$ cat src/rtl/bcd_map.svh
`ifndef BCD_MAP_SVH
`define BCD_MAP_SVH

// register offsets in the port 0 configuration space
`define BCD_OFS_PORT3 12'he26
`define BCD_OFS_PORT4 12'he28

// field positions inside each 16-bit register
`define BCD_BIT_ERR_FWD 1
`define BCD_BIT_ALIAS_BLK 2
`define BCD_BIT_DISP_DEC 3
`define BCD_BIT_DISP_FULL 4
`define BCD_FIELD_LSB 1
`define BCD_FIELD_MSB 4
`define BCD_CTRL_RESET 4'h0

// legacy display memory range
`define BCD_DISP_MEM_LO 32'h000a_0000
`define BCD_DISP_MEM_HI 32'h000b_ffff

// legacy display i/o ranges, low ten address bits
`define BCD_DISP_IO_A_LO 10'h3b0
`define BCD_DISP_IO_A_HI 10'h3bb
`define BCD_DISP_IO_B_LO 10'h3c0
`define BCD_DISP_IO_B_HI 10'h3df

// upper 768 bytes of each 1-KB block start at offset 100h
`define BCD_ALIAS_MIN 10'h100
`define BCD_IO_HI_ZERO 16'h0000
`define BCD_IO_MID_ZERO 6'h00

`endif

$ cat src/rtl/bcd_pkg.sv
package bcd_pkg;

    // stored control fields, bit 3 of this struct is register bit 4
    typedef struct packed {
        logic disp_full;
        logic disp_dec;
        logic alias_blk;
        logic err_fwd;
    } bcd_ctrl_t;

    // direction of a request crossing the port
    typedef enum logic {
        BCD_DIR_DOWN,
        BCD_DIR_UP
    } bcd_dir_t;

endpackage : bcd_pkg

$ cat src/rtl/bcd_port_if.sv
`timescale 1ns/1ps
`default_nettype none

interface bcd_port_if;
    import bcd_pkg::*;
    bcd_ctrl_t ctrl;
    logic io_en;
    logic mem_en;
    logic serr_en;
    logic req_valid;
    bcd_dir_t req_dir;
    logic req_io;
    logic [31:0] req_addr;
    logic io_win;
    logic mem_win;
    logic err_msg;
    logic fwd_valid;
    logic fwd_pass;
    logic err_fwd;
    logic serr_set;

    modport cfg (
        output ctrl, io_en, mem_en, serr_en, req_valid, req_dir, req_io,
        output req_addr, io_win, mem_win, err_msg,
        input fwd_valid, fwd_pass, err_fwd, serr_set
    );
    modport dec (
        input ctrl, io_en, mem_en, serr_en, req_valid, req_dir, req_io,
        input req_addr, io_win, mem_win, err_msg,
        output fwd_valid, fwd_pass, err_fwd, serr_set
    );
endinterface : bcd_port_if

`default_nettype wire

$ cat src/rtl/bcd_port_decode.sv
`timescale 1ns/1ps
`default_nettype none
`include "bcd_map.svh"

module bcd_port_decode
    import bcd_pkg::*;
(
    input wire logic i_sys_clk,
    input wire logic i_reset_n,
    bcd_port_if.dec port
);
    logic low64k;
    logic alias_top;
    logic disp_mem;
    logic disp_io_lo;
    logic disp_io;
    logic alias_cut;
    logic pass_next;

    // address classification, all combinational on the request
    always_comb begin
        low64k = (port.req_addr[31:16] == `BCD_IO_HI_ZERO);
        alias_top = (port.req_addr[9:0] >= `BCD_ALIAS_MIN);
        disp_mem = port.ctrl.disp_dec && (port.req_addr >= `BCD_DISP_MEM_LO) &&
            (port.req_addr <= `BCD_DISP_MEM_HI);
        disp_io_lo = ((port.req_addr[9:0] >= `BCD_DISP_IO_A_LO) &&
            (port.req_addr[9:0] <= `BCD_DISP_IO_A_HI)) ||
            ((port.req_addr[9:0] >= `BCD_DISP_IO_B_LO) &&
            (port.req_addr[9:0] <= `BCD_DISP_IO_B_HI));
        // full decode only counts while display decode is on
        disp_io = port.ctrl.disp_dec && low64k && disp_io_lo &&
            (!port.ctrl.disp_full ||
            (port.req_addr[15:10] == `BCD_IO_MID_ZERO));
        // alias filter only inside the window and the low 64 KB
        alias_cut = port.ctrl.alias_blk && port.io_win && low64k && alias_top;
    end

    // forwarding decision; display hits bypass windows and alias filter
    always_comb begin
        pass_next = 1'b0;
        case (port.req_dir)
            BCD_DIR_DOWN: begin
                if (port.req_io) begin
                    pass_next = port.io_en &&
                        (disp_io || (port.io_win && !alias_cut));
                end else begin
                    pass_next = port.mem_en && (disp_mem || port.mem_win);
                end
            end
            BCD_DIR_UP: begin
                if (port.req_io) begin
                    pass_next = !disp_io && (!port.io_win || alias_cut);
                end else begin
                    pass_next = !disp_mem && !port.mem_win;
                end
            end
            default: pass_next = 1'b0;
        endcase
    end

    // decision registered so the top sees flop outputs
    always_ff @(posedge i_sys_clk or negedge i_reset_n) begin
        if (!i_reset_n) begin
            port.fwd_valid <= 1'b0;
            port.fwd_pass <= 1'b0;
        end else begin
            port.fwd_valid <= port.req_valid;
            port.fwd_pass <= port.req_valid && pass_next;
        end
    end

    // error messages from the secondary side
    always_ff @(posedge i_sys_clk or negedge i_reset_n) begin
        if (!i_reset_n) begin
            port.err_fwd <= 1'b0;
            port.serr_set <= 1'b0;
        end else begin
            port.err_fwd <= port.err_msg && port.ctrl.err_fwd;
            port.serr_set <= port.err_msg && port.ctrl.err_fwd && port.serr_en;
        end
    end
endmodule : bcd_port_decode

`default_nettype wire

$ cat src/rtl/bcd_top.sv
`timescale 1ns/1ps
`default_nettype none
`include "bcd_map.svh"

module bcd_top
    import bcd_pkg::*;
#(
    parameter int NPORT = 2
) (
    input wire logic i_sys_clk,
    input wire logic i_reset_n,
    input wire logic i_cfg_wr,
    input wire logic i_cfg_rd,
    input wire logic [11:0] i_cfg_addr,
    input wire logic [1:0] i_cfg_be,
    input wire logic [15:0] i_cfg_wdata,
    output logic [15:0] o_cfg_rdata,
    output logic o_cfg_ack,
    input wire logic [NPORT-1:0] i_cmd_io_en,
    input wire logic [NPORT-1:0] i_cmd_mem_en,
    input wire logic [NPORT-1:0] i_cmd_serr_en,
    input wire logic [NPORT-1:0] i_req_valid,
    input wire logic [NPORT-1:0] i_req_up,
    input wire logic [NPORT-1:0] i_req_io,
    input wire logic [NPORT-1:0][31:0] i_req_addr,
    input wire logic [NPORT-1:0] i_io_win_hit,
    input wire logic [NPORT-1:0] i_mem_win_hit,
    input wire logic [NPORT-1:0] i_err_msg,
    output logic [NPORT-1:0] o_fwd_valid,
    output logic [NPORT-1:0] o_fwd_pass,
    output logic [NPORT-1:0] o_err_fwd,
    output logic [NPORT-1:0] o_serr_set
);
    localparam logic [11:0] OFS [2] = '{`BCD_OFS_PORT3, `BCD_OFS_PORT4};

    bcd_ctrl_t ctrl_reg [NPORT];
    logic [15:0] rdata_next;

    // one independent copy per port, each with its own enables
    for (genvar p = 0; p < NPORT; p++) begin : g_port
        bcd_port_if pif ();

        assign pif.ctrl = ctrl_reg[p];
        assign pif.io_en = i_cmd_io_en[p];
        assign pif.mem_en = i_cmd_mem_en[p];
        assign pif.serr_en = i_cmd_serr_en[p];
        assign pif.req_valid = i_req_valid[p];
        assign pif.req_dir = i_req_up[p] ? BCD_DIR_UP : BCD_DIR_DOWN;
        assign pif.req_io = i_req_io[p];
        assign pif.req_addr = i_req_addr[p];
        assign pif.io_win = i_io_win_hit[p];
        assign pif.mem_win = i_mem_win_hit[p];
        assign pif.err_msg = i_err_msg[p];
        assign o_fwd_valid[p] = pif.fwd_valid;
        assign o_fwd_pass[p] = pif.fwd_pass;
        assign o_err_fwd[p] = pif.err_fwd;
        assign o_serr_set[p] = pif.serr_set;

        bcd_port_decode u_dec (
            .i_sys_clk(i_sys_clk),
            .i_reset_n(i_reset_n),
            .port(pif.dec)
        );

        // all fields live in byte 0; reserved bits are never stored
        always_ff @(posedge i_sys_clk or negedge i_reset_n) begin
            if (!i_reset_n) begin
                ctrl_reg[p] <= `BCD_CTRL_RESET;
            end else if (i_cfg_wr && i_cfg_be[0] && (i_cfg_addr == OFS[p])) begin
                ctrl_reg[p] <= i_cfg_wdata[`BCD_FIELD_MSB:`BCD_FIELD_LSB];
            end
        end
    end

    // read mux; unmapped offsets read zero so a probe is harmless
    always_comb begin
        rdata_next = 16'h0000;
        for (int p = 0; p < NPORT; p++) begin
            if (i_cfg_addr == OFS[p]) begin
                rdata_next = {11'h000, ctrl_reg[p], 1'b0};
            end
        end
    end

    // read data and acknowledge one cycle after the strobe
    always_ff @(posedge i_sys_clk or negedge i_reset_n) begin
        if (!i_reset_n) begin
            o_cfg_rdata <= 16'h0000;
            o_cfg_ack <= 1'b0;
        end else begin
            o_cfg_rdata <= i_cfg_rd ? rdata_next : 16'h0000;
            o_cfg_ack <= i_cfg_rd || i_cfg_wr;
        end
    end

    logic p3_low64k;
    logic p3_alias;
    assign p3_low64k = (i_req_addr[0][31:16] == `BCD_IO_HI_ZERO);
    assign p3_alias = (i_req_addr[0][9:0] >= `BCD_ALIAS_MIN);
endmodule : bcd_top

`default_nettype wire

$ cat config.mk
export PLATFORM = sky130hd
export DESIGN_NAME = bcd_top
export DESIGN_NICKNAME = d
export VERILOG_FILES = /design/src/rtl/bcd_pkg.sv /design/src/rtl/bcd_port_if.sv /design/src/rtl/bcd_port_decode.sv /design/src/rtl/bcd_top.sv
export VERILOG_INCLUDE_DIRS = /design/src /design/src/rtl
export SDC_FILE = /design/constraint.sdc
export NUM_CORES = 1
export LEC_CHECK = 0
export BUFFER_PORTS_ARGS = -buffer_cell sky130_fd_sc_hd__buf_2
export CORE_UTILIZATION = 23
export DETAILED_ROUTE_END_ITERATION = 8
export SLEW_MARGIN = 0
export SYNTH_ARGS = -nofsm -noshare
export SYNTH_HDL_FRONTEND = slang
export SYNTH_SLANG_ARGS = --single-unit
$ cat constraint.sdc
create_clock -name i_sys_clk -period 1.81 [get_ports i_sys_clk]
set_clock_uncertainty 0.05 [all_clocks]
set_input_delay 0.362 -clock i_sys_clk [delete_from_list [all_inputs] [get_ports i_sys_clk]]
set_output_delay 0.362 -clock i_sys_clk [all_outputs]
set_load 0.005 [all_outputs]
* After elaboration in Yosys (flattened, before gate mapping)
Cells that the tools add are included.
** Operators by class
- Bitwise logic cells :: 2
- $lt $le $gt $ge :: 14
- Muxes and demuxes :: 11
- Reduce and logical (&&, ||, !) cells :: 66
- Equality and inequality tests :: 2
** Operator list (count)
- $ge A32 B20 Y1 const B :: 2
- $le A32 B20 Y1 const B :: 2
- $ge A10 B10 Y1 const B :: 4
- $le A10 B10 Y1 const B :: 4
- $logic_and A1 B1 Y1 :: 39
- $logic_not A16 Y1 :: 2
- $eq A12 B12 Y1 const B :: 2
- $ge A10 B9 Y1 const B :: 2
- $mux W16 :: 1
- $logic_not A1 Y1 :: 12
- $logic_not A6 Y1 :: 2
- $logic_or A1 B1 Y1 :: 11
- $mux W5 :: 2
- $mux W1 :: 6
- $pmux W1 S2 :: 2
- $not A1 Y1 :: 2
** Word-level totals
- Bits in registers :: 33
- Input port bits :: 116
- Output and inout port bits :: 25

* Logic depth before layout (Yosys ltp)
- Depth in word-level cells :: 10
- Gate-level depth with buffers :: 6
- Depth with buffers taken out :: 6

* Hierarchy
A second synthesis with hierarchy kept.
** Unflattened totals
- Cells, all modules :: 136
- Area, all modules :: 1410.1 um^2
** Modules (own cells, without submodules)
- bcd_top :: area each 737.0 um^2, cells each 62, times used 1, sequential area each 325.3 um^2
- bcd_port_decode :: area each 336.6 um^2, cells each 37, times used 2, sequential area each 100.1 um^2

* Worst setup path after synthesis
Ideal clock, no wire load.
- Path kind :: input to register
- Start :: in i_req_addr[56] in the netlist's numbering
- End :: reg g_port[1].u_dec.port.fwd_pass
- Path buffers :: 0
- Setup time :: 123 ps
- Cell stages on the path :: 6
- Slack :: -329 ps
- Arrival time :: 1966 ps
- Path through :: nor4_1 -> nand4_1 -> or4_1 -> or3_1 -> a31o_1 -> o221a_1
** On the way
- Word-level cells in the longest chain between the ends :: 10
** RTL lines
- start: declaration :: line bcd_top.sv:25 : input wire logic [NPORT-1:0][31:0] i_req_addr,
- parallel branches: the longest is 8 deep, another holds $ge A32 B20 Y1
- $pmux W1 S2 * :: line bcd_port_decode.sv:41 : case (port.req_dir)
- $logic_and A1 B1 Y1 * :: line bcd_port_decode.sv:68 : port.fwd_pass <= port.req_valid && pass_next;
- end signal: assignment :: line bcd_port_decode.sv:68
- end: declaration :: line bcd_port_if.sv:30 : output fwd_valid, fwd_pass, err_fwd, serr_set
Mark *: on every way between the ends.
A chain may end at the register's enable or synchronous reset.

* Final worst setup path
Same ends and word-level chain as after synthesis.

==> flow_metrics.env <==
export IMPL_cts_root_buffer="clkbuf_8"
export IMPL_finalHoldViolCount=21
export IMPL_dp_hpwl_mm=3.14
export IMPL_synth_seq_cells=21
export IMPL_nets=357
export IMPL_die_area_mm2=0.00579
export IMPL_synthToLayoutAreaGrowth_pct=61.1
export IMPL_n_fill_cell=536
export IMPL_place_gp_congestion=0.723
export IMPL_ios=141
export IMPL_finalInstanceArea_mm2=0.00203
export IMPL_finalPower_mw=0.959
export IMPL_cts_sinks=21
export IMPL_ys_flop_type="dfrtp_1"
export IMPL_place_ws_ns=-0.524
export IMPL_holdWs_ns=-0.00368
export IMPL_cp_max_fo=2
export IMPL_swShare_pct=22.5
export IMPL_htree_levels=1
export IMPL_io_buffers=113
export IMPL_violations="negative hold slack, negative setup slack"
export IMPL_grt_pass1_wl_mm=5.59
export IMPL_routedWlPerCell_um=11.5
export IMPL_clk_pin_slew_worst_paths_ns=0.07
export IMPL_synthCells=128
export IMPL_avgSynthCellArea_um2=9.86
export IMPL_comb_power_share_pct=19.9
export IMPL_cts_inserted_buffers=3
export IMPL_rrSetupSlack_ns=0.14
export IMPL_postCtsHoldBufs=0
export IMPL_antenna_found_initial=0
export IMPL_worst_slack_ns=-0.216
export IMPL_routed_wl_mm=3.56
export IMPL_post_route_cells_drive_above_1_share_pct=60.8
export IMPL_grt_overflow=0
export IMPL_instances_no_fill=310
export IMPL_fin_util_pct=39.1
export IMPL_synth_area_top_cells="dfrtp_1, buf_4, mux2_2"
export IMPL_seq_power_share_pct=49.8
export IMPL_placed_area_mm2=0.00189
export IMPL_irDropWorstVdd_mv=0.197
export IMPL_drtAntennaViolNets=0
export IMPL_yosysTopAreaCell="dfrtp_1"
export IMPL_largest_reg_flops=8
export IMPL_rows=26
export IMPL_start_util_pct=24.3
export IMPL_p_sw_mw=0.216
export IMPL_first_pass_iters=4
export IMPL_synth_top_area_share_pct=41.6
export IMPL_grt_pass1_vias=1236
export IMPL_setup_viol=2
export IMPL_p_leak_nw=1.05
export IMPL_track_usage_pct=12.2
export IMPL_status="finished, violations left"
export IMPL_netlist_area_mm2=0.00126
export IMPL_core_area_mm2=0.00520
export IMPL_regToRegEndpoint="g_port[1].u_dec.port.fwd_pass"
export IMPL_dieHeight_um=76.1
export IMPL_crit_type="primary input to flop"
export IMPL_hp_class="primary input to async pin"
export IMPL_slew_violations=0
export IMPL_power_density_mw_per_mm2=472
export IMPL_drt_first_iter_violations=35
export IMPL_fin_crit_sh_pct=112
export IMPL_maxCapViolCount=0
export IMPL_die_w_um=76.1
export IMPL_yosysWarnings=0
export IMPL_grt_start_max_net_pins=22
export IMPL_internal_power_mw=0.743
export IMPL_cts_path_max_buffers=2
export IMPL_async_flop_share_pct=100
export IMPL_cts_tree="yes"
export IMPL_via_count=1322
export IMPL_r2r_start="ctrl_reg[2]"
export IMPL_tns_ns=-0.399
export IMPL_cp_end_kind="flop"
export IMPL_fin_crit_ns=2.03
export IMPL_synth_seq_area_share_pct=41.6
export IMPL_grt_setup_unrepaired="yes"
export IMPL_critPathRequiredTime_ns=1.90
export IMPL_dp_cells=305
export IMPL_drc=0
export IMPL_cp_start_kind="primary input"
export IMPL_antenna_diode_count=0
export IMPL_max_freq_ghz=0.494
export IMPL_reg2reg_depth=6
export IMPL_clockPowerShare_pct=30.3
export IMPL_via_per_inst=4.26
export IMPL_yosysUniqueCellTypes=37
export IMPL_synth_edf_count=0
export IMPL_worstPathArrival_ns=2.11
export IMPL_insertion_delay_ns=0.25
[cells in the final DEF, fill, tap and decap left out, types with 2 or more instances in the layout]
| cell type | count |
|---|---|
| nand2b_1 | 3 |
| nand3_1 | 3 |
| and2_1 | 2 |
| conb_1 | 12 |
| buf_2 | 109 |
| nor3_1 | 3 |
| nand4_1 | 2 |
| nand2_1 | 8 |
| and3_1 | 3 |
| nand4b_1 | 3 |
| clkbuf_8 | 3 |
| dfrtp_1 | 21 |
| nor2b_1 | 4 |
| buf_4 | 6 |
| nor2_1 | 2 |
| a31oi_1 | 2 |
| buf_6 | 4 |
| or4_1 | 2 |
| a22oi_1 | 4 |
| mux2_4 | 8 |
| or4_4 | 3 |
| o21ai_0 | 5 |
| inv_1 | 2 |
| a21oi_1 | 3 |
| nor4_4 | 2 |
[how the worst max path moves through the flow]
stage | depth (start not counted) | slack, ns | end | startpoint
2_1_floorplan | 6 | -0.30 | g_port[1].u_dec.port.fwd_pass | i_req_addr[56]
3_3_place_gp | 7 | -0.48 | g_port[1].u_dec.port.fwd_pass | i_req_addr[43]
3_5_place_dp | 7 | -0.52 | g_port[1].u_dec.port.fwd_pass | i_req_addr[56]
4_1_cts | 7 | -0.23 | g_port[1].u_dec.port.fwd_pass | i_req_addr[43]
5_1_grt | 7 | -0.28 | g_port[1].u_dec.port.fwd_pass | i_req_addr[58]
6_report | 7 | -0.22 | g_port[1].u_dec.port.fwd_pass | i_req_addr[56]
[cells by family (layout without fill, tap and decap cells)]
logic type	count (synthesis)	after routing	synth area share [%]
other cells	1	12	0.297
mux	9	9	8.03
compound gates	22	22	11.9
flops	21	21	41.6
buf+inv	24	125	13.1
simple gates	51	51	25.1
[layer usage]
metal	routed length (µm)	track usage (%)	vias up
met3	284	2.51	4
met1	1450	14.7	570
met5	0	0	-
li1	-	-	668
met2	1790	21.5	80
met4	40	4.04	0
[power groups by stage]
stage	logic [mW]	registers, mW	clock network, mW
floorplan	0.0671	0.487	0
global placement	0.173	0.487	0
detailed placement	0.178	0.487	0
CTS	0.184	0.477	0.305
global route	0.213	0.478	0.334
finish	0.191	0.478	0.291
[synth_stat cells, types with 2 or more instances]
master and count:
nand2b_1 3, inv_1 2, nand4_1 2, mux2_2 9, a31oi_1 2, o21ai_0 5, or4_1 5, nand2_1 8
nand3_1 3, clkbuf_1 2, nor4_1 3, nor2b_1 4, a21oi_1 3, dfrtp_1 21, nor3_1 4, a22oi_1 4
nor2_1 2, buf_4 20, nand4b_1 3, and3_1 5, and2_1 2
[area by class of cell]
cell class                      count  area, µm²  share of cell area, %
Clock buffer                        4       45.0                   2.22
Timing Repair Buffer              119        636                   31.3
Inverter                            2       7.51                  0.369
Multi-Input combinational cell     94        732                   36.0
Sequential cell                    21        526                   25.8
Tap cell                           70       87.6                   4.31
[critical path: stages]
cell and delay [ns]:
buf_6 0.09, nor4_4 0.24, nand4_1 0.14, or4_4 0.44, or3_4 0.38, a31o_1 0.22, o221a_1 0.24
[repair_timing]
action / 4_1_cts / 5_1_grt
pin swaps: 2 / 4
gates resized for setup: 9 / 8
buffers inserted: 0 / 1
setup endpoints to repair: 9 / 6
No activity file was read; power rests on OpenSTA's default activity.
